--- config.mk ---
export PLATFORM = sky130hd
export DESIGN_NAME = dma_channel_control
export DESIGN_NICKNAME = d
export VERILOG_FILES = /design/src/dma_channel_pkg.sv /design/src/req_pin_sampler.sv /design/src/dma_channel_control.sv
export VERILOG_INCLUDE_DIRS = /design/src
export SDC_FILE = /design/constraint.sdc
export NUM_CORES = 2
export LEC_CHECK = 0
export BUFFER_PORTS_ARGS = -buffer_cell sky130_fd_sc_hd__buf_4
export CORE_MARGIN = 4
export CORE_UTILIZATION = 57
export CTS_BUF_LIST = sky130_fd_sc_hd__clkbuf_8
export DETAILED_ROUTE_END_ITERATION = 16
export GPL_ROUTABILITY_DRIVEN = 1
export PLACE_DENSITY = 0.85
export SYNTH_ARGS = -nofsm -noshare
export SYNTH_HDL_FRONTEND = slang
export SYNTH_SLANG_ARGS = --single-unit
--- constraint.sdc ---
create_clock -name pclk -period 7.1 [get_ports pclk]
set_clock_uncertainty 0.05 [all_clocks]
set_input_delay 1.42 -clock pclk [delete_from_list [all_inputs] [get_ports pclk]]
set_output_delay 1.42 -clock pclk [all_outputs]
set_load 0.02 [all_outputs]
--- src/dma_channel_defs.svh ---
// Constants of the four-channel DMA channel control block: register
// offsets, control field positions, reset values and request codes.
// Assumes inclusion by bare name from the block's source files.
`ifndef DMA_CHANNEL_DEFS_SVH
`define DMA_CHANNEL_DEFS_SVH

// Byte offsets: channel c register r sits at c*CH_STRIDE + r
`define OFS_SOURCE       8'h00
`define OFS_DEST         8'h04
`define OFS_COUNT        8'h08
`define OFS_CONTROL      8'h0c
`define CH_STRIDE        8'h10
`define OFS_OPERATION    8'h40

// Control register fields
`define CTL_DE           0
`define CTL_TE           1
`define CTL_IE           2
`define CTL_TS_LO        3
`define CTL_TM           5
`define CTL_DS           6
`define CTL_RS_LO        8
`define CTL_SM_LO        12
`define CTL_DM_LO        14
`define CTL_AL           16
`define CTL_DI           20
`define CTL_WIDTH        21
`define CTL_RESET        21'h00_0000

// Operation register fields
`define OP_DME           0
`define OP_ABORT_IRQ_FLAG          1
`define OP_AE            2
`define OP_PR_LO         8
`define OP_RESET         3'h0

// Step field and unit size codes
`define STEP_FIXED       2'h0
`define STEP_UP          2'h1
`define STEP_DOWN        2'h2
`define STEP_BAD         2'h3
`define SIZE_BYTE        2'h0
`define SIZE_WORD        2'h1
`define SIZE_LONG        2'h2
`define SIZE_BAD         2'h3

// Request source codes
`define RS_EXT_DUAL      4'h0
`define RS_BAD_A         4'h1
`define RS_EXT_MEM2DEV   4'h2
`define RS_EXT_DEV2MEM   4'h3
`define RS_AUTO          4'h4
`define RS_BAD_B         4'h5
`define RS_FIRST_PERIPH  4'h6

`define INDIRECT_STEP    32'h0000_0004

`endif

--- src/dma_channel_pkg.sv ---
// Types shared by the DMA channel control block.
// Assumes the constants header is compiled alongside.
`default_nettype none
`include "dma_channel_defs.svh"

package dma_channel_pkg;

	typedef struct packed {
		logic [3:0][31:0]          src;
		logic [3:0][31:0]          dst;
		logic [3:0][23:0]          cnt;
		logic [3:0][`CTL_WIDTH-1:0] ctl;
		logic [3:0]                te_seen;
		logic [3:0]                pend;
		logic [3:0]                req;
		logic [1:0]                ack;
		logic [3:0]                irq;
		logic                      master_enable;
		logic                      abort_irq_flag;
		logic                      ae;
		logic                      abort_irq_flag_seen;
		logic                      ae_seen;
		logic [1:0]                prio;
		logic [31:0]               rdata;
		logic                      ready;
		logic                      slverr;
	} ctl_state_t;

	typedef struct packed {
		logic sync1;
		logic sync2;
		logic prev;
		logic low;
		logic fall;
	} sampler_state_t;

endpackage

`default_nettype wire

--- src/req_pin_sampler.sv ---
// Request pin sampler: two-flop synchroniser, low level and falling edge.
// Assumes an asynchronous pin input, active low.
`timescale 1ns/1ps
`default_nettype none

module req_pin_sampler
(
	input  wire logic pclk,
	input  wire logic presetn,
	input  wire logic pin_n,
	output logic      low_level,
	output logic      fall_pulse
);

	dma_channel_pkg::sampler_state_t s_r;
	dma_channel_pkg::sampler_state_t s_nxt;

	always_comb
	begin
		s_nxt = s_r;
		s_nxt.sync1 = pin_n;
		s_nxt.sync2 = s_r.sync1;
		s_nxt.prev = s_r.sync2;
		s_nxt.low = ~s_r.sync2;
		s_nxt.fall = s_r.prev & ~s_r.sync2;
	end

	always_ff @(posedge pclk or negedge presetn)
	begin
		if (!presetn)
			s_r <= '{sync1: 1'b1, sync2: 1'b1, prev: 1'b1, default: 1'b0};
		else
			s_r <= s_nxt;
	end

	assign low_level = s_r.low;
	assign fall_pulse = s_r.fall;

endmodule

`default_nettype wire

--- src/dma_channel_control.sv ---
// Four-channel DMA channel control: registers, request selection,
// enable gating, address stepping, counting and completion.
// Assumes an APB master on pclk and a bus sequencer that pulses
// unit_done for a channel whose xfer_req is high.
//
// Functional notes
// - Ack polarity: 0 active high, 1 low
// - Destination step fixed, plus or minus size
// - Source step fixed, plus or minus size
// - Device-to-memory single mode ignores stepping
// - Channel 3 indirect pointer steps by four
// - Request codes: external, single, auto, prohibited
// - Codes six upward select peripheral events
// - External requests only on channels 0, 1
// - Sense bit: level or falling edge
// - Peripheral sources always edge; auto ignores sense
// - Bus mode: cycle steal or burst
// - Unit size byte, word or longword
// - Completion flag set when count runs out
// - Aborted transfer leaves completion flag clear
// - Completion flag set blocks all transfers; the code blocks only that flag's own channel
// - Flag cleared by zero after read one
// - Interrupt raised on completion when enabled
// - Auto request starts on channel enable
// - Other sources need request after enable
// - Clearing channel enable suspends transfer
// - Enable needs flags clear and master enable
// - Reserved bit seven reads zero
// - Control cleared by reset and standby only
// - Ack polarity only on channels 0, 1
// - Master and channel enable both required
//
// Added by the designer: the placing of the registers and the APB interface to the registers.
`timescale 1ns/1ps
`default_nettype none
`include "dma_channel_defs.svh"

module dma_channel_control
(
	input  wire logic              pclk,
	input  wire logic              presetn,
	input  wire logic              psel,
	input  wire logic              penable,
	input  wire logic              pwrite,
	input  wire logic [7:0]        paddr,
	input  wire logic [31:0]       pwdata,
	output logic [31:0]            prdata,
	output logic                   pready,
	output logic                   pslverr,
	input  wire logic              standby,
	input  wire logic [1:0]        ext_request_pin_n,
	output logic [1:0]             ext_ack_pin,
	input  wire logic [9:0]        periph_event,
	input  wire logic              abort_event,
	input  wire logic              addr_error_event,
	input  wire logic [3:0]        unit_done,
	output logic [3:0]             xfer_req,
	output logic [3:0]             burst_mode,
	output logic [3:0][1:0]        unit_size,
	output logic [3:0][31:0]       src_addr,
	output logic [3:0][31:0]       dst_addr,
	output logic                   ch3_indirect,
	output logic [3:0]             done_irq
);

	dma_channel_pkg::ctl_state_t s_r;
	dma_channel_pkg::ctl_state_t s_nxt;

	logic [1:0] pin_low;
	logic [1:0] pin_fall;

	genvar g;
	generate
		for (g = 0; g < 2; g++)
		begin : g_pin
			req_pin_sampler u_sampler
			(
				.pclk       (pclk),
				.presetn    (presetn),
				.pin_n      (ext_request_pin_n[g]),
				.low_level  (pin_low[g]),
				.fall_pulse (pin_fall[g])
			);
		end
	endgenerate

	// Step amount for a field and a unit size
	function automatic logic [31:0] step_of(input logic [1:0] mode,
		input logic [31:0] amt);
		logic [31:0] r;
		r = 32'h0000_0000;
		if (mode == `STEP_UP)
			r = amt;
		else if (mode == `STEP_DOWN)
			r = 32'h0000_0000 - amt;
		return r;
	endfunction

	// Keep old field when a prohibited code is written
	function automatic logic [1:0] keep2(input logic [1:0] old_v,
		input logic [1:0] new_v);
		keep2 = (new_v == 2'h3) ? old_v : new_v;
	endfunction

	always_comb
	begin
		logic            setup;
		logic            acc;
		logic            wr;
		logic            rd;
		logic            ch_area;
		logic [1:0]      ch_sel;
		logic [7:0]      reg_ofs;
		logic            hit;
		logic [31:0]     rval;
		logic [`CTL_WIDTH-1:0] c;
		logic [`CTL_WIDTH-1:0] w;
		logic            en;
		logic            is_ext;
		logic            ext_ok;
		logic            is_periph;
		logic            ev;
		logic            lvl;
		logic [3:0]      rs;
		logic [31:0]     amt;
		logic [31:0]     samt;
		logic            no_step;
		logic            done;
		logic [3:0]      pidx;
		setup = 1'b0;
		acc = 1'b0;
		wr = 1'b0;
		rd = 1'b0;
		ch_area = 1'b0;
		ch_sel = 2'h0;
		reg_ofs = 8'h00;
		hit = 1'b0;
		rval = 32'h0000_0000;
		c = '0;
		w = '0;
		en = 1'b0;
		is_ext = 1'b0;
		ext_ok = 1'b0;
		is_periph = 1'b0;
		ev = 1'b0;
		lvl = 1'b0;
		rs = 4'h0;
		amt = 32'h0000_0000;
		samt = 32'h0000_0000;
		no_step = 1'b0;
		done = 1'b0;
		pidx = 4'h0;
		s_nxt = s_r;
		s_nxt.ready = 1'b0;
		s_nxt.slverr = 1'b0;
		setup = psel & ~penable;
		acc = psel & penable & s_r.ready;
		wr = acc & pwrite;
		rd = acc & ~pwrite;
		ch_area = (paddr < `OFS_OPERATION);
		ch_sel = paddr[5:4];
		reg_ofs = paddr & 8'h0c;
		hit = (paddr[1:0] == 2'h0) &&
			(ch_area || paddr == `OFS_OPERATION);
		// Read data prepared in setup, answered in the access phase
		if (setup)
		begin
			s_nxt.ready = 1'b1;
			s_nxt.slverr = ~hit;
			if (hit && ch_area)
			begin
				case (reg_ofs)
					`OFS_SOURCE:  rval = s_r.src[ch_sel];
					`OFS_DEST:    rval = s_r.dst[ch_sel];
					`OFS_COUNT:   rval = {8'h00, s_r.cnt[ch_sel]};
					default:      rval = {11'h000, s_r.ctl[ch_sel]};
				endcase
			end
			else if (hit)
				rval = {22'h00_0000, s_r.prio, 5'h00, s_r.ae,
					s_r.abort_irq_flag, s_r.master_enable};
			s_nxt.rdata = rval;
		end
		// read of one arms the clear
		if (rd && ch_area && reg_ofs == `OFS_CONTROL &&
			s_r.ctl[ch_sel][`CTL_TE])
			s_nxt.te_seen[ch_sel] = 1'b1;
		if (rd && paddr == `OFS_OPERATION)
		begin
			s_nxt.abort_irq_flag_seen = s_r.abort_irq_flag;
			s_nxt.ae_seen = s_r.ae;
		end
		if (wr && hit && ch_area)
		begin
			c = s_r.ctl[ch_sel];
			w = pwdata[`CTL_WIDTH-1:0];
			case (reg_ofs)
				`OFS_SOURCE: s_nxt.src[ch_sel] = pwdata;
				`OFS_DEST:   s_nxt.dst[ch_sel] = pwdata;
				`OFS_COUNT:  s_nxt.cnt[ch_sel] = pwdata[23:0];
				default:
				begin
					c[`CTL_DE] = w[`CTL_DE];
					c[`CTL_IE] = w[`CTL_IE];
					c[`CTL_TM] = w[`CTL_TM];
					// prohibited codes keep the old value
					c[`CTL_TS_LO+:2] = keep2(c[`CTL_TS_LO+:2],
						w[`CTL_TS_LO+:2]);
					c[`CTL_SM_LO+:2] = keep2(c[`CTL_SM_LO+:2],
						w[`CTL_SM_LO+:2]);
					c[`CTL_DM_LO+:2] = keep2(c[`CTL_DM_LO+:2],
						w[`CTL_DM_LO+:2]);
					if (w[`CTL_RS_LO+:4] != `RS_BAD_A &&
						w[`CTL_RS_LO+:4] != `RS_BAD_B)
						c[`CTL_RS_LO+:4] = w[`CTL_RS_LO+:4];
					// only channels 0 and 1 keep these
					if (ch_sel < 2'h2)
					begin
						c[`CTL_DS] = w[`CTL_DS];
						c[`CTL_AL] = w[`CTL_AL];
					end
					if (ch_sel == 2'h3)
						c[`CTL_DI] = w[`CTL_DI];
					if (!w[`CTL_TE] && s_r.te_seen[ch_sel])
						c[`CTL_TE] = 1'b0;
					s_nxt.te_seen[ch_sel] = 1'b0;
					s_nxt.ctl[ch_sel] = c;
				end
			endcase
		end
		if (wr && paddr == `OFS_OPERATION)
		begin
			s_nxt.master_enable = pwdata[`OP_DME];
			s_nxt.prio = pwdata[`OP_PR_LO+:2];
			if (!pwdata[`OP_ABORT_IRQ_FLAG] && s_r.abort_irq_flag_seen)
				s_nxt.abort_irq_flag = 1'b0;
			if (!pwdata[`OP_AE] && s_r.ae_seen)
				s_nxt.ae = 1'b0;
			s_nxt.abort_irq_flag_seen = 1'b0;
			s_nxt.ae_seen = 1'b0;
		end
		// Abort flags: the set wins over a clear
		if (abort_event)
			s_nxt.abort_irq_flag = 1'b1;
		if (addr_error_event)
			s_nxt.ae = 1'b1;
		for (int ch = 0; ch < 4; ch++)
		begin
			c = s_nxt.ctl[ch];
			rs = c[`CTL_RS_LO+:4];
			en = c[`CTL_DE] & ~s_r.ctl[ch][`CTL_TE] & s_r.master_enable &
				~s_r.abort_irq_flag & ~s_r.ae;
			is_ext = (rs == `RS_EXT_DUAL) || (rs == `RS_EXT_MEM2DEV) ||
				(rs == `RS_EXT_DEV2MEM);
			// external codes honoured on channels 0 and 1
			ext_ok = is_ext && (ch < 2);
			is_periph = (rs >= `RS_FIRST_PERIPH);
			pidx = rs - `RS_FIRST_PERIPH;
			ev = 1'b0;
			lvl = 1'b0;
			// peripheral events act on their pulse
			if (is_periph)
				ev = periph_event[pidx];
			else if (ext_ok && c[`CTL_DS])
				ev = pin_fall[ch[0]];
			else if (ext_ok)
				lvl = pin_low[ch[0]];
			if (rs == `RS_AUTO)
				ev = 1'b1;
			case (c[`CTL_TS_LO+:2])
				`SIZE_WORD: amt = 32'h0000_0002;
				`SIZE_LONG: amt = 32'h0000_0004;
				default:    amt = 32'h0000_0001;
			endcase
			samt = (ch == 3 && c[`CTL_DI]) ? `INDIRECT_STEP : amt;
			// device to memory in single mode
			no_step = (rs == `RS_EXT_DEV2MEM) && ext_ok;
			done = unit_done[ch] & s_r.req[ch];
			if (!en)
			begin
				s_nxt.pend[ch] = 1'b0;
				s_nxt.req[ch] = 1'b0;
			end
			else
			begin
				// only requests seen while enabled count
				if (ev)
					s_nxt.pend[ch] = 1'b1;
				// cycle steal drops the request per unit
				else if (done && !c[`CTL_TM])
					s_nxt.pend[ch] = 1'b0;
				s_nxt.req[ch] = s_nxt.pend[ch] | lvl;
			end
			if (done)
			begin
				if (!no_step)
				begin
					s_nxt.src[ch] = s_nxt.src[ch] +
						step_of(c[`CTL_SM_LO+:2], samt);
					s_nxt.dst[ch] = s_nxt.dst[ch] +
						step_of(c[`CTL_DM_LO+:2], amt);
				end
				s_nxt.cnt[ch] = s_r.cnt[ch] - 24'h00_0001;
				if (s_r.cnt[ch] == 24'h00_0001)
				begin
					s_nxt.ctl[ch][`CTL_TE] = 1'b1;
					s_nxt.pend[ch] = 1'b0;
					s_nxt.req[ch] = 1'b0;
				end
			end
			s_nxt.irq[ch] = s_nxt.ctl[ch][`CTL_TE] &
				s_nxt.ctl[ch][`CTL_IE];
			if (ch < 2)
				s_nxt.ack[ch[0]] = s_nxt.req[ch] ^ c[`CTL_AL];
		end
		// standby clears control and operation state
		if (standby)
		begin
			s_nxt = '{src: s_nxt.src, dst: s_nxt.dst, cnt: s_nxt.cnt,
				rdata: s_nxt.rdata, ready: s_nxt.ready,
				slverr: s_nxt.slverr, default: '0};
		end
	end

	always_ff @(posedge pclk or negedge presetn)
	begin
		if (!presetn)
			s_r <= '0;
		else
			s_r <= s_nxt;
	end

	assign prdata = s_r.rdata;
	assign pready = s_r.ready;
	assign pslverr = s_r.slverr;
	assign ext_ack_pin = s_r.ack;
	assign xfer_req = s_r.req;
	assign src_addr = s_r.src;
	assign dst_addr = s_r.dst;
	assign done_irq = s_r.irq;
	assign ch3_indirect = s_r.ctl[3][`CTL_DI];

	generate
		for (g = 0; g < 4; g++)
		begin : g_out
			assign burst_mode[g] = s_r.ctl[g][`CTL_TM];
			assign unit_size[g] = s_r.ctl[g][`CTL_TS_LO+:2];
		end
	endgenerate

endmodule

`default_nettype wire

==> reports/metrics.yaml <==
total_leakage_power_nw: 23.0
netlist.area_leader.share_pct: 28.2
crit_path_end_kind: "register"
fin_setup_tns_ns: 0
powerDensity_nw_per_um2: 132
area_delta_synth_final_pct: 9.56
nets: 5518
vias_per_cell: 6.91
worst_pin_slew_ns: 1.23
die_h_um: 286
cp_num_buf_inv: 4
layout_commonest_cell: "nor2_1"
grt_max_degree: 153
hold_slack_ns: 0.304
crit_type: "in -> reg"
cp_num_cells: 22
synthMuxAreaShare_pct: 14.1
r2r_start: "unit_size[5]"
crit_arrival_ns: 6.97
synth-adder-area-share_pct: 5.52
timing.final.ws_setup_ns: 0.637
avgSynthCellArea_sq_um: 8.44
rr_worst_depth: 23
fmax_ghz: 0.155
ios: 377
min_period_ns: 6.46
synth_warnings: 0
htree_levels: 3
rsz0062_at_grt: "false"
final_hold_viol_count: 0
grt_pass1_wl_um: 261000
synth_nets: 5468
final_core_util_pct: 63.3
cts_buffer_depth: 3
dieArea_sq_um: 81900
dr.pass1.iters: 7
r2r-end: "dst_addr[125]"
track_usage_pct: 42.4
ctsResizeCount: 0
cp_max_fo: 10
vias: 44100
drt-total-wl_um: 180000
synth_cell_types: 97
post-route-period-util_pct: 91.0
portBuffers: 376
synth_top_family_by_area: "compound AO/OA/AOI/OAI gates"
cts_tree: "done"
synth-edff-count: 0
status: "finished clean"
synth_top_area_cell: "dfrtp_1"
grt_antenna_before_repair: 19
initialDrtViolationCount: 7546
start_util_pct: 57.8
pre_cts_slack_ns: 0.104
clk_pin_slew_ns: 0.06
peakVddDrop_uv: 146
endpoint: "dst_addr[88]"
synth-compound-area-share_pct: 19.4
hpwl_um: 135000
r2r_slack_ns: 0.96
mostFrequentLayoutCells: "592 x nor2_1, 565 x buf_4, 515 x nand2_1, 497 x dfrtp_1, 433 x a21oi_1"
rows: 101
numCtsBuffers: 91
synthTopCellsByArea: "dfrtp_1 28%, mux4_2 6.8%, buf_4 5.3%"
gp_congestion: 1.10
worstPathRequired_ns: 7.61
synth_xor_area_share_pct: 5.80
die_w_um: 286
slew_violations: 0
grt_pass1_vias: 40300
cts_sinks: 503
hold_class: "reg -> reg"
critPathTopFamily: "compound AO/OA/AOI/OAI gates"
synth_area_sq_um: 44100
cp_common_cell: "buf_4"
synthArstFlopShare_pct: 100
clock_tree.root_cell: "clkbuf_8"
crit_slowest_cell: "or4_1"
ys_seq_elements: 503
ant_nets: 0
worstPathCellList: "buf_4 > or4_1 > buf_4 > buf_4 > nor4_2 > buf_4 > mux2_2 > ha_1 > fa_1 > a21o_1 > a21oi_1 > o21bai_1 > a31oi_1 > a211oi_1 > o21ai_0 > nand4_1 > and2_1 > and3_1 > o21a_1 > o31ai_1 > xor2_1 > a21oi_1"
critPathMaxStageDelay_ns: 0.53
core_area_sq_um: 76300
synth-simple-area-share_pct: 17.5
cts_setup_buffers: 0
cp-start-kind: "input pin"
synth_ff_type: "dfrtp_1"
grt_overflow: 0
crit_start: "paddr[7]"
yosysSeqAreaShare_pct: 28.6
syn_inst: 5224
setup_viol: 0
cap_violations: 0
layout-drive-gt1-share_pct: 19.9
slew_headroom_pct: 16.9
postCtsHoldBufs: 0
clkLatencyLatePin_ns: 0.75
drc: 0
wire_per_inst_um: 28.2
[cell type report]
cell class | instances | area (sq um)
clock inverter | 51 | 309
clock buffer | 117 | 1610
sequential | 503 | 12600
timing repair buffer | 571 | 4350
tap | 1030 | 1290
multi-input combinational | 3981 | 27700
antenna | 10 | 25.0
inverter | 126 | 477
fill | 6498 | 28000
[logic make-up after synthesis]
kind of cell,after synthesis
simple gates,1702
compound gates,1357
buf+inv,740
flops,503
mux,438
xor+xnor,292
fa+ha+maj,192
[worst min-delay path by stage]
stage	cells past startpoint	slack, ns	endpoint	from
final	0	0.30	g_pin[1].u_sampler.s_nxt[2]	g_pin[1].u_sampler.s_nxt[3]
after global routing	0	0.32	g_pin[1].u_sampler.s_nxt[2]	g_pin[1].u_sampler.s_nxt[3]
after CTS	0	0.31	g_pin[1].u_sampler.s_nxt[2]	g_pin[1].u_sampler.s_nxt[3]
after detailed placement	0	0.30	g_pin[1].u_sampler.s_nxt[2]	g_pin[1].u_sampler.s_nxt[3]
after global placement	0	0.30	g_pin[1].u_sampler.s_nxt[2]	g_pin[1].u_sampler.s_nxt[3]
after floorplan	0	0.30	g_pin[0].u_sampler.s_nxt[2]	g_pin[0].u_sampler.s_nxt[3]
[through the flow]
step                power (mW)  instances  cell area, sq um
floorplan                 3.14       5224             44200
global placement          3.40       6211             46400
detailed placement        3.40       6211             46400
CTS                       6.33       6379             48300
global route              6.50       6380             48300
finish                    6.36       6389             48300
[state kept, by name, indices dropped and copies added, names as in the netlist]
signal,flops
pready,1
g_pin.u_sampler.s_nxt,4
dst_addr,128
s_r,181
g_pin.u_sampler.low_level,2
burst_mode,4
g_pin.u_sampler.fall_pulse,2
done_irq,4
src_addr,128
unit_size,8
ext_ack_pin,2
pslverr,1
prdata,32
xfer_req,3
ch3_indirect,1
g_pin.u_sampler.s_r,2
[layer usage]
| layer | GRT usage (%) | vias up | wire (um) |
|---|---|---|---|
| li1 | - | 18800 | - |
| met1 | 58.3 | 21000 | 65700 |
| met2 | 56.6 | 3632 | 69200 |
| met3 | 17.0 | 678 | 32800 |
| met5 | 0 | - | 64 |
| met4 | 23.6 | 8 | 12600 |
[Yosys cell counts (79+ instances only)]
cell / n
a21oi_1: 439
buf_4: 311
clkbuf_1: 238
dfrtp_1: 497
ha_1: 172
inv_1: 122
mux2_2: 130
mux2i_1: 170
mux4_2: 134
nand2_1: 518
nand3_1: 112
nor2_1: 595
nor3_1: 123
o21ai_0: 308
xnor2_1: 213
xor2_1: 79
[power breakdown]
group | internal, mW | switching, mW
clock network | 1.56 | 1.42
logic | 0.126 | 0.344
registers | 2.88 | 0.0225
Power figures use the tool's default switching activity.
